**src/verilog/rcs_pkg.sv**
```systemverilog
// Purpose: Constants and types for the reader command/status register page
// Assumes: 8-bit host register bus, 100 MHz system clock
// Notes:   Offsets are register addresses within page 0
package rcs_pkg;

  localparam logic [5:0] RCS_OFS_PAGE   = 6'h00;
  localparam logic [5:0] RCS_OFS_CMD    = 6'h01;
  localparam logic [5:0] RCS_OFS_QDATA  = 6'h02;
  localparam logic [5:0] RCS_OFS_STATUS = 6'h03;
  localparam logic [2:0] RCS_PAGE_ALIAS_MASK = 3'h7;

  localparam logic [7:0] RCS_PAGE_RESET   = 8'h80;
  localparam logic [7:0] RCS_STATUS_RESET = 8'h05;
  localparam logic [5:0] RCS_CMD_RESET    = 6'h00;
  localparam logic [5:0] RCS_CMD_IDLE     = 6'h00;
  localparam int         RCS_PAGE_EN_BIT  = 7;
  localparam int         RCS_QUEUE_DEPTH  = 64;
  localparam int         RCS_CNT_W        = 7;
  localparam int         RCS_THR_W        = 6;

  localparam logic [2:0] RCS_LS_IDLE      = 3'h0;
  localparam logic [2:0] RCS_LS_TX_SOF    = 3'h1;
  localparam logic [2:0] RCS_LS_TX_DATA   = 3'h2;
  localparam logic [2:0] RCS_LS_TX_EOF    = 3'h3;
  localparam logic [2:0] RCS_LS_RX_STEP   = 3'h4;
  localparam logic [2:0] RCS_LS_RX_GUARD  = 3'h5;
  localparam logic [2:0] RCS_LS_RX_ARMED  = 3'h6;
  localparam logic [2:0] RCS_LS_RX_DATA   = 3'h7;

  // Host bus access as seen by the register page
  typedef struct packed {
    logic       rd;
    logic       wr;
    logic [5:0] addr;
    logic [7:0] wdata;
  } rcs_host_req_t;

  // State reported by the surrounding engine
  typedef enum logic [9:0] {
    RCS_ST_IDLE     = 10'h001,
    RCS_ST_TX_SOF   = 10'h002,
    RCS_ST_TX_DATA  = 10'h004,
    RCS_ST_TX_EOF   = 10'h008,
    RCS_ST_RX_ENTRY = 10'h010,
    RCS_ST_RX_EXIT  = 10'h020,
    RCS_ST_RX_GUARD = 10'h040,
    RCS_ST_RX_ARMED = 10'h080,
    RCS_ST_RX_DATA  = 10'h100,
    RCS_ST_SPARE    = 10'h200
  } rcs_link_state_t;

endpackage

```
**src/verilog/rcs_queue.sv**
```systemverilog
// Purpose: Byte queue with valid/ready on both sides
// Assumes: Single clock, synchronous active-high reset
// Notes:   Count is one bit wider than the index to show full
`timescale 1ns/1ps
module rcs_queue import rcs_pkg::*; #(
  parameter int WIDTH = 8,
  parameter int DEPTH = 16,
  parameter int CNT_W = $clog2(DEPTH) + 1
) (
  input  wire logic             clk_sys_in,  // System clock
  input  wire logic             reset_in,    // Sync reset
  input  wire logic             flush_in,    // Drop all entries
  input  wire logic             in_valid_in, // Fill strobe
  output logic                  in_ready_out,// Room available
  input  wire logic [WIDTH-1:0] in_data_in,  // Fill data
  output logic                  out_valid_out,// Data available
  input  wire logic             out_ready_in,// Drain strobe
  output logic      [WIDTH-1:0] out_data_out,// Head data
  output logic      [CNT_W-1:0] count_out    // Fill level
);
  localparam int IW = $clog2(DEPTH);

  logic [WIDTH-1:0] mem_r [DEPTH];
  logic [IW-1:0]    wp_r, wp_nxt, rp_r, rp_nxt;
  logic [CNT_W-1:0] cnt_r, cnt_nxt;
  logic             push, pop;

  assign in_ready_out  = (cnt_r != CNT_W'(DEPTH));
  assign out_valid_out = (cnt_r != '0);
  assign out_data_out  = mem_r[rp_r];
  assign count_out     = cnt_r;
  assign push = in_valid_in & in_ready_out;
  assign pop  = out_ready_in & out_valid_out;

  always_comb begin
    wp_nxt  = push ? IW'(wp_r + 1'b1) : wp_r;
    rp_nxt  = pop ? IW'(rp_r + 1'b1) : rp_r;
    cnt_nxt = CNT_W'(cnt_r + CNT_W'(push) - CNT_W'(pop));
    if (flush_in) begin
      wp_nxt  = '0;
      rp_nxt  = '0;
      cnt_nxt = '0;
    end
  end

  always_ff @(posedge clk_sys_in) begin
    if (reset_in) begin
      wp_r  <= '0;
      rp_r  <= '0;
      cnt_r <= '0;
    end else begin
      wp_r  <= wp_nxt;
      rp_r  <= rp_nxt;
      cnt_r <= cnt_nxt;
    end
  end

  // Storage has no reset; contents are undefined until written
  always_ff @(posedge clk_sys_in) begin
    if (push && !flush_in) begin
      mem_r[wp_r] <= in_data_in;
    end
  end

endmodule

```
**src/verilog/rcs_regs.sv**
```systemverilog
// Purpose: Command and status register page of a card reader
// Assumes: Host bus inputs are synchronous to clk_sys_in
// Notes:   Command engine, timer and interrupt registers live outside
//
// Overview of operation
// - Page mode on: page number supplies register address bits 5..3.
// - Page mode on: low address bits come from pins or address latch.
// - Page mode off: page number ignored, address latch used whole.
// - Page register aliases every eighth address; resets to 80h.
// - Writing the command field starts that command.
// - Reading the command field returns the running command.
// - Command field and reserved bit reset to zero.
// - Top command bit reads 1 while host interface detection runs.
// - Data port writes push the buffer, reads pop it.
// - Buffer carries every stream as parallel bytes in and out.
// - Link state 000 idle, 001 start, 010 payload, 011 frame end.
// - Link state 100 in both receiver transition steps.
// - Link state 101 guard wait, 110 armed, 111 receiving.
// - Status bit 3 set when any enabled interrupt source requests.
// - Main status resets to 05h.
// - Status bit 2 set when any error flag is set.
// - Near-full alert when 64 minus fill count is at most threshold.
// - Near-empty alert when fill count is at most threshold.
// - Fill count rises per data write and falls per data read.
`timescale 1ns/1ps
module rcs_regs import rcs_pkg::*; #(
  parameter int QDEPTH = RCS_QUEUE_DEPTH,
  parameter int CNT_W  = RCS_CNT_W
) (
  input  wire logic            clk_sys_in,       // System clock
  input  wire logic            reset_in,         // Sync reset, high
  input  wire rcs_host_req_t   host_req_in,      // Host access strobe
  input  wire logic            addr_from_pins_in,// Pin-addressed host
  input  wire logic [2:0]      addr_pins_in,     // Address pins A2..A0
  input  wire logic [5:0]      addr_latch_in,    // Internal address latch
  output logic      [7:0]      host_rdata_out,   // Read data
  output logic      [5:0]      reg_addr_out,     // Resolved address
  output logic                 page0_hit_out,    // Address in this page
  input  wire logic            host_if_detect_pending_in, // Detect busy
  output logic                 cmd_start_out,    // Command start pulse
  output logic      [5:0]      cmd_code_out,     // Code to start
  input  wire logic [5:0]      cmd_running_in,   // Code being executed
  input  wire rcs_link_state_t link_fsm_in,      // Engine link state
  input  wire logic [7:0]      irq_request_in,   // Interrupt requests
  input  wire logic [7:0]      irq_enable_mask_in, // Interrupt enables
  input  wire logic [7:0]      error_flag_reg_in,  // Error flags
  input  wire logic [RCS_THR_W-1:0] alert_threshold_in, // Alert level
  input  wire logic            flush_in,         // Empty the buffer
  input  wire logic            eng_push_in,      // Engine byte in
  input  wire logic [7:0]      eng_wdata_in,     // Engine byte data
  output logic                 eng_push_ready_out, // Buffer has room
  input  wire logic            eng_pop_in,       // Engine byte out
  output logic                 eng_pop_valid_out,// Buffer has data
  output logic      [7:0]      eng_rdata_out,    // Engine head byte
  output logic      [CNT_W-1:0] queue_fill_count_out, // Fill level
  output logic      [7:0]      main_status_out   // Status snapshot
);

  logic [7:0]       page_r, page_nxt;
  logic [5:0]       addr;
  logic             rd_page, wr_page, rd_cmd, wr_cmd, rd_q, wr_q, rd_st;
  logic             q_in_ready, q_out_valid, q_push, q_pop;
  logic [7:0]       q_in_data, q_out_data;
  logic [CNT_W-1:0] q_cnt;
  logic [2:0]       link_state;
  logic             near_full, near_empty, irq_sum, err_sum;
  logic [7:0]       status_nxt, status_r;
  logic [7:0]       rdata_nxt, rdata_r;
  logic             page_mode_enable;
  logic [2:0]       page_number;

  assign page_mode_enable = page_r[RCS_PAGE_EN_BIT];
  assign page_number      = page_r[2:0];

  // Address resolution
  always_comb begin
    if (page_mode_enable) begin
      addr[5:3] = page_number;
      addr[2:0] = addr_from_pins_in ? addr_pins_in
                                    : addr_latch_in[2:0];
    end else begin
      addr = addr_latch_in;
    end
  end
  assign reg_addr_out  = addr;
  assign page0_hit_out = (addr[5:3] == 3'h0) || (addr[2:0] == 3'h0);

  // Page register visible at every multiple of eight
  assign rd_page = host_req_in.rd && (addr[2:0] == RCS_OFS_PAGE[2:0]);
  assign wr_page = host_req_in.wr && (addr[2:0] == RCS_OFS_PAGE[2:0]);
  assign rd_cmd  = host_req_in.rd && (addr == RCS_OFS_CMD);
  assign wr_cmd  = host_req_in.wr && (addr == RCS_OFS_CMD);
  assign rd_q    = host_req_in.rd && (addr == RCS_OFS_QDATA);
  assign wr_q    = host_req_in.wr && (addr == RCS_OFS_QDATA);
  assign rd_st   = host_req_in.rd && (addr == RCS_OFS_STATUS);

  always_comb begin
    page_nxt = page_r;
    if (wr_page) begin
      page_nxt = {host_req_in.wdata[7], 4'h0, host_req_in.wdata[2:0]};
    end
  end

  always_ff @(posedge clk_sys_in) begin
    if (reset_in) begin
      page_r <= RCS_PAGE_RESET;
    end else begin
      page_r <= page_nxt;
    end
  end

  // Command start: only the low six bits are taken
  assign cmd_start_out = wr_cmd;
  assign cmd_code_out  = host_req_in.wdata[5:0];

  // Buffer: host has priority over the engine on each side
  assign q_push     = wr_q | eng_push_in;
  assign q_in_data  = wr_q ? host_req_in.wdata : eng_wdata_in;
  assign q_pop      = rd_q | (eng_pop_in & ~rd_q);
  assign eng_push_ready_out = q_in_ready & ~wr_q;
  assign eng_pop_valid_out  = q_out_valid & ~rd_q;
  assign eng_rdata_out      = q_out_data;

  rcs_queue #(
    .WIDTH (8),
    .DEPTH (QDEPTH),
    .CNT_W (CNT_W)
  ) u_queue (
    .clk_sys_in    (clk_sys_in),
    .reset_in      (reset_in),
    .flush_in      (flush_in),
    .in_valid_in   (q_push),
    .in_ready_out  (q_in_ready),
    .in_data_in    (q_in_data),
    .out_valid_out (q_out_valid),
    .out_ready_in  (q_pop),
    .out_data_out  (q_out_data),
    .count_out     (q_cnt)
  );
  assign queue_fill_count_out = q_cnt;

  // Link state encoding
  always_comb begin
    unique case (link_fsm_in)
      RCS_ST_IDLE:     link_state = RCS_LS_IDLE;
      RCS_ST_TX_SOF:   link_state = RCS_LS_TX_SOF;
      RCS_ST_TX_DATA:  link_state = RCS_LS_TX_DATA;
      RCS_ST_TX_EOF:   link_state = RCS_LS_TX_EOF;
      RCS_ST_RX_ENTRY,
      RCS_ST_RX_EXIT:  link_state = RCS_LS_RX_STEP;
      RCS_ST_RX_GUARD: link_state = RCS_LS_RX_GUARD;
      RCS_ST_RX_ARMED: link_state = RCS_LS_RX_ARMED;
      RCS_ST_RX_DATA:  link_state = RCS_LS_RX_DATA;
      default:         link_state = RCS_LS_IDLE;
    endcase
  end

  // Alerts compare in 8 bits so 64 minus count never wraps
  assign near_full  = (8'(QDEPTH) - 8'(q_cnt))
                      <= 8'(alert_threshold_in);
  assign near_empty = 8'(q_cnt) <= 8'(alert_threshold_in);
  assign irq_sum    = |(irq_request_in & irq_enable_mask_in);
  assign err_sum    = |error_flag_reg_in;

  // Status is never written by the host
  always_comb begin
    status_nxt = {1'b0, link_state, irq_sum, err_sum,
                  near_full, near_empty};
  end

  always_ff @(posedge clk_sys_in) begin
    if (reset_in) begin
      status_r <= RCS_STATUS_RESET;
    end else begin
      status_r <= status_nxt;
    end
  end
  assign main_status_out = status_r;

  // Read data registered one cycle after the strobe
  always_comb begin
    rdata_nxt = rdata_r;
    if (rd_page) begin
      rdata_nxt = page_r;
    end else if (rd_cmd) begin
      rdata_nxt = {host_if_detect_pending_in, 1'b0,
                   cmd_running_in};
    end else if (rd_q) begin
      rdata_nxt = q_out_data;
    end else if (rd_st) begin
      rdata_nxt = status_r;
    end else if (host_req_in.rd) begin
      rdata_nxt = 8'h00;
    end
  end

  always_ff @(posedge clk_sys_in) begin
    if (reset_in) begin
      rdata_r <= 8'h00;
    end else begin
      rdata_r <= rdata_nxt;
    end
  end
  assign host_rdata_out = rdata_r;
endmodule

```
**config.mk**
```make
export PLATFORM = sky130hd
export DESIGN_NAME = rcs_regs
export DESIGN_NICKNAME = d
export VERILOG_FILES = /design/src/verilog/rcs_pkg.sv /design/src/verilog/rcs_queue.sv /design/src/verilog/rcs_regs.sv
export SDC_FILE = /design/constraint.sdc
export NUM_CORES = 1
export LEC_CHECK = 0
export ABC_AREA = 1
export ABC_CLOCK_PERIOD_IN_PS = 10200
export BUFFER_PORTS_ARGS = -buffer_cell sky130_fd_sc_hd__clkbuf_2
export CAP_MARGIN = 20
export CORE_UTILIZATION = 60
export DETAILED_ROUTE_END_ITERATION = 10
export PLACE_DENSITY = 0.79
export SYNTH_ARGS = -nofsm -noshare
export SYNTH_HDL_FRONTEND = slang
export SYNTH_SLANG_ARGS = --single-unit
```
**constraint.sdc**
```tcl
create_clock -name clk_sys_in -period 10.2 [get_ports clk_sys_in]
set_input_delay 0.51 -clock clk_sys_in [delete_from_list [all_inputs] [get_ports clk_sys_in]]
set_output_delay 0.51 -clock clk_sys_in [all_outputs]
set_load 0.05 [all_outputs]
```
==> results of run 1 <==
[cells in the final DEF, fill, tap and decap left out, types with 6 or more instances in the layout]
cell,netlist,routed
nand4_1,9,9
clkbuf_16,0,55
o211ai_1,12,12
buf_4,8,17
nand4_4,6,6
ha_1,25,25
nor2_1,102,102
inv_1,87,85
dfxtp_1,44,41
clkinv_2,0,12
clkbuf_1,44,13
clkbuf_8,0,6
nand3_1,433,433
o21ai_0,29,26
clkbuf_2,0,125
nand2_1,707,707
clkinv_1,2,8
edfxtp_1,512,512
a21oi_1,42,42
[layout make-up]
class	count	area [sq um]	share of cell area (%)
multi-input cells	1426	6723	25.45
repair buffers	143	780.7	2.956
flip-flops and latches	556	16260	61.57
inverters	90	345.3	1.307
clock inverters	23	146.4	0.5542
well taps	518	648.1	2.454
clock buffers	74	1508	5.708
[worst register-to-register path, cell delays in order (launching register included)]
cell and delay (ns):
dfxtp_4 0.52, inv_4 0.54, buf_4 0.86, nand3_1 0.20
nand3_1 0.16, nand2_1 0.10, nand2_1 0.09, nand2_1 0.13
o211ai_1 0.33, nand2_1 0.25, nand2_1 0.11, nand3_1 0.06
nand2_1 0.06, inv_1 0.05
[stage by stage]
stage / power [W] / util, % / instance area, sq um
floorplan: 0.003488 / - / 23820
global placement: 0.003768 / 63.55 / 24730
detailed placement: 0.003808 / 63.55 / 24730
CTS: 0.005643 / 67.80 / 26390
global route: 0.005866 / 67.88 / 26420
finish: 0.005647 / 67.88 / 26420
[power breakdown]
group,switching [W],internal [W]
Sequential,0.0000453,0.00254
Clock,0.000810,0.00105
Combinational,0.000864,0.000335
Total,0.00172,0.00393
[how the worst min path moves through the flow]
stage | to | cells past startpoint
finish | main_status_out[2] | 3
global route | main_status_out[2] | 3
CTS | main_status_out[2] | 3
detailed placement | host_rdata_out[2] | 2
global placement | host_rdata_out[2] | 2
floorplan | flip-flop | 1
[state kept, by name (all words and copies together) (netlist names), named ones only]
name               count
u_queue.rp_r           6
host_rdata_out         8
u_queue.mem_r        512
page_r                 4
main_status_out        7
u_queue.count_out      7
u_queue.wp_r           6
[layer usage]
metal | global-route usage (%) | up-vias | wire [microns]
met5 | 0 | - | 0
met4 | 11.50 | 0 | 2327
met3 | 5.296 | 159 | 5767
met2 | 46.69 | 903 | 27190
met1 | 35.67 | 7982 | 20800
li1 | - | 7756 | -
[cells by family after synthesis]
group,Yosys count,share of synthesized area (%)
AOI/OAI and AO/OA,106,2.663
xor gates and xnor gates,4,0.1471
adders and majority gates,26,1.397
buffers and inverters,210,3.667
DFF,556,68.25
muxes,5,0.2364
other,1,0.01574
and+or+nand+nor,1284,23.62
==> flow_metrics.tcl, run 1 <==
set metrics [dict create \
    syn_avg_cell_area_sq_um 10.87 \
    worst-path-buf-inv 3 \
    drc 0 \
    io_pins 133 \
    core_sq_um 38920 \
    cp-start-kind "flip-flop" \
    maxCapViolCount 0 \
    synthCells 2192 \
    fillers 2777 \
    ctsResizeCount 0 \
    fin_setup_tns_ns 0 \
    leakagePower_nw 9.863 \
    wirelength_mm 56.08 \
    vias 16800 \
    pre_cts_slack_ns 6.190 \
    synth_edf_count 512 \
    initial_core_util_pct 61.20 \
    clock_sinks 556 \
    timing_worst_slew_pin_value_ns 1.047 \
    via_per_inst 5.936 \
    die_area_sq_um 40500 \
    hold_class "input port to flip-flop" \
    ys_seq_area_share_pct 68.25 \
    htree_num_levels 2 \
    crit_fanout 89 \
    slowest_delay_ns 0.79 \
    endpoint "eng_rdata_out[2]" \
    clock_latency_ns 0.59 \
    final_cells 2830 \
    place_inst 2732 \
    grt_pass1_vias 16330 \
    r2r_slack_ns 6.63 \
    grt_usage_pct 27.80 \
    r2r-end "host_rdata_out[7]" \
    overflow 0 \
    arrival_ns 4.06 \
    crit_slowest_cell "buf_4" \
    rsz0062_at_grt "no" \
    drtIter0Drc 1839 \
    ant_nets 0 \
    crit_cells 11 \
    cts_buffer_depth 3 \
    synthTopCellsByArea "edfxtp_1 (65%), nand2_1 (11%), nand3_1 (9.1%), dfxtp_1 (3.7%), nor2_1 (1.6%)" \
    ctsHoldBuffers 0 \
    critPathRequiredTime_ns 9.69 \
    die-height_microns 201.2 \
    yosysWarnings 0 \
    routabilityCongestion 0.8823 \
    yosysMostFrequentCell "nand2_1" \
    antenna_found_initial 0 \
    grt_pass1_wl_mm 87.12 \
    nets 2383 \
    crit_type "flip-flop to primary output" \
    period_minus_slack_ns 4.574 \
    ys_seq_elements 556 \
    cts-buffers-inserted 54 \
    status "finished, final reports clean" \
    cts_setup_buffers 0 \
    synth-async-reset-ratio_pct 0 \
    fin_skew_ns 0.02313 \
    synth_common_cells "nand2_1 (707), edfxtp_1 (512), nand3_1 (433)" \
    synth_top_flop_cell "edfxtp_1" \
    antenna_cells 0 \
    power_density_nw_per_um2 213.8 \
    cts_tree "yes" \
    r2r_cells 13 \
    hold_viol 0 \
    yosysTopAreaCell "edfxtp_1" \
    setup_slack_ns 5.626 \
    drive_gt1_share_pct 11.33 \
    syn-cell-area_sq_um 23820 \
    slew_viol_final 0 \
    cts-root-buf "clkbuf_16" \
    synthToLayoutAreaGrowth_pct 10.91 \
    fmax_ghz 0.2186 \
    dp_hpwl_mm 32.78 \
    grt_max_degree 159 \
    timing.hold.ws_ns 0.1287 \
    io_buffers 125 \
    rows 72 \
    fin_crit_sh_pct 44.84 \
    slew-limit-headroom_pct 29.79 \
    ir_drop_mv 0.2666 \
    endpoint_kind "primary output" \
    synth_nets 2304 \
    clkTransAtPathRegs_ns 0.06 \
    setup_viol 0 \
    path_cells "buf_4, buf_4, nand2_1, nand3_1, nand3_1, nand2_1, nand2_1, nand3_1, nand3_1, nand2_1, clkbuf_2" \
    hp-start "error_flag_reg_in[6]" \
    drtPass1Iterations 5 \
    wl_per_cell_microns 19.82 \
    synth_top_area_share_pct 64.55 \
    yosysUniqueCellTypes 45 \
    fp.dieW_microns 201.2 \
    cp_top_family "buffers and inverters" \
]
Power figures use the tool's default switching activity.
==> run 2, diff against run 1 <==
--- a/config.mk
+++ b/config.mk
@@ -6,12 +6,12 @@
 export NUM_CORES = 1
 export LEC_CHECK = 0
 export ABC_AREA = 1
-export ABC_CLOCK_PERIOD_IN_PS = 10200
+export ABC_CLOCK_PERIOD_IN_PS = 4200
 export BUFFER_PORTS_ARGS = -buffer_cell sky130_fd_sc_hd__clkbuf_2
 export CAP_MARGIN = 20
-export CORE_UTILIZATION = 60
+export CORE_UTILIZATION = 55
 export DETAILED_ROUTE_END_ITERATION = 10
-export PLACE_DENSITY = 0.79
+export PLACE_DENSITY = 0.76
 export SYNTH_ARGS = -nofsm -noshare
 export SYNTH_HDL_FRONTEND = slang
 export SYNTH_SLANG_ARGS = --single-unit
==> constraint.sdc (replaced) <==
create_clock -name clk_sys_in -period 4.2 [get_ports clk_sys_in]
set_input_delay 0.21 -clock clk_sys_in [delete_from_list [all_inputs] [get_ports clk_sys_in]]
set_output_delay 0.21 -clock clk_sys_in [all_outputs]
set_load 0.05 [all_outputs]
==> run 2 against run 1 <==
  * Final area grew 2.2%
  * Clock skew increased by 0.0055 ns
  * Routed wire length is 4.3% higher
  * Via count up 0.69%
==> flow_metrics.tcl, run 2 (synthesis gave the netlist of run 1 again) <==
set metrics [dict create \
    die-height_microns 210.1 \
    clock_latency_ns 0.62 \
    timing_worst_slew_pin_value_ns 1.061 \
    cts-buffers-inserted 54 \
    wirelength_mm 58.52 \
    ctsResizeCount 0 \
    fin_crit_sh_pct 86.60 \
    htree_num_levels 2 \
    clkTransAtPathRegs_ns 0.07 \
    final_cell_mix "nand2_1 (707), edfxtp_1 (512), nand3_1 (433), clkbuf_2 (125), nor2_1 (102)" \
    path_cells "buf_4, nand2_1, nand3_1, nand3_1, nand2_1, nand2_1, nand3_1, nand3_1, nand2_1, clkbuf_2" \
    switching_share_pct 30.73 \
    clock_sinks 556 \
    power_frac_comb_pct 21.4 \
    drtIter0Drc 1865 \
    wl_per_cell_microns 20.01 \
    hold_viol 0 \
    period_minus_slack_ns 3.637 \
    switching_power_w 0.004348 \
    r2r_cells 17 \
    internal-power_w 0.009803 \
    grt_usage_pct 26.81 \
    power_density_nw_per_um2 524.0 \
    drive_gt1_share_pct 11.93 \
    setup_viol 0 \
    final_common_cell "nand2_1" \
    grt_pass1_vias 16340 \
    fp.dieW_microns 210.1 \
    rows 75 \
    cts-root-buf "clkbuf_16" \
    crit_type "flip-flop to primary output" \
    vias 16920 \
    antenna_found_initial 0 \
    hold_class "input port to flip-flop" \
    rsz0062_at_grt "no" \
    pre_cts_slack_ns 1.014 \
    critPathRequiredTime_ns 3.99 \
    cts_setup_buffers 0 \
    die_area_sq_um 44140 \
    ir_drop_mv 0.5449 \
    antenna_cells 0 \
    largest_reg_flops 512 \
    cts_buffer_depth 3 \
    slowest_delay_ns 0.79 \
    maxCapViolCount 0 \
    ant_nets 0 \
    r2r-start "page_r[7]" \
    crit_cells 10 \
    grt_max_degree 157 \
    r2r_slack_ns 0.95 \
    r2r-end "u_queue.count_out[6]" \
    arrival_ns 3.43 \
    timing.hold.ws_ns 0.05265 \
    endpoint "eng_rdata_out[1]" \
    synthToLayoutAreaGrowth_pct 13.39 \
    overflow 0 \
    cts_tree "yes" \
    fmax_ghz 0.2749 \
    drc 0 \
    worst-path-buf-inv 2 \
    cp-start-kind "flip-flop" \
    endpoint_kind "primary output" \
    drtPass1Iterations 8 \
    fin_skew_ns 0.02867 \
    crit_slowest_cell "buf_4" \
    core_sq_um 42320 \
    grt_pass1_wl_mm 89.93 \
    slew_viol_final 0 \
    setup_slack_ns 0.5627 \
    crit_fanout 97 \
    dp_hpwl_mm 35.00 \
    cp_top_family "simple AND/OR/NAND/NOR gates" \
    leakagePower_nw 10.11 \
    initial_core_util_pct 56.28 \
    routabilityCongestion 0.9121 \
    status "finished, final reports clean" \
    via_per_inst 5.783 \
    io_buffers 125 \
    top_register "u_queue.mem_r" \
    io_pins 133 \
    nets 2414 \
    slew-limit-headroom_pct 29.25 \
    power_frac_seq_pct 44.2 \
    power_frac_clock_pct 34.4 \
]
==> run 2: per-stage QoR <==
stage                     std cells  TNS [ns]  cell area [sq um]  total power, W  util [%]
final                          2925         0              27010         0.01415     63.81
after global routing           2925         0              27010         0.01469     63.81
after CTS                      2924         0              26980         0.01415     63.75
after detailed placement       2801         0              24980        0.009329     59.02
after global placement         2800         0              24950        0.009259     58.95
after floorplan                2192   -101.87              23820        0.008470         -
==> run 2: worst min-delay path, cell delays in order <==
cell      delay [ns]
clkbuf_2        0.10
a21oi_1         0.06
nand2_1         0.06
nand2_1         0.07
a21oi_1         0.13
==> run 2: how the worst min path moves through the flow <==
stage                         start                  to  slack, ns  depth (start not counted)
2_1_floorplan  error_flag_reg_in[6]  main_status_out[2]       0.31                          2
3_3_place_gp   error_flag_reg_in[6]  main_status_out[2]       0.41                          3
3_5_place_dp   error_flag_reg_in[7]  main_status_out[2]       0.43                          3
4_1_cts           cmd_running_in[1]   host_rdata_out[1]      0.004                          5
5_1_grt           cmd_running_in[5]   host_rdata_out[5]       0.08                          6
6_report          cmd_running_in[2]   host_rdata_out[2]       0.05                          5
==> run 2: metal layers <==
layer	GRT usage [%]	routed length [microns]
met5	0	0
met1	35.37	22400
met3	4.693	5502
met4	13.29	2458
met2	43.15	28160
==> run 2: cell type report <==
class                           instances  area (sq um)
Fill cell                            3104         15320
Timing Repair Buffer                  174          1161
Multi-Input combinational cell       1426          6723
Sequential cell                       556         16260
Clock buffer                           62          1403
Clock inverter                         40         387.9
Tap cell                              577         721.9
Inverter                               90         345.3
==> run 2: power groups by stage <==
stage / clock (W) / combinational, W / sequential [W]
finish: 0.00487 / 0.00303 / 0.00625
global route: 0.00511 / 0.00333 / 0.00625
CTS: 0.00490 / 0.00299 / 0.00625
detailed placement: 0 / 0.00296 / 0.00637
global placement: 0 / 0.00290 / 0.00636
floorplan: 0 / 0.00200 / 0.00647
==> run 2: timing repair <==
item,4_1_cts,5_1_grt
endpoints found under the setup margin,0,0
hold buffers,21,0
hold endpoints to repair,14,0
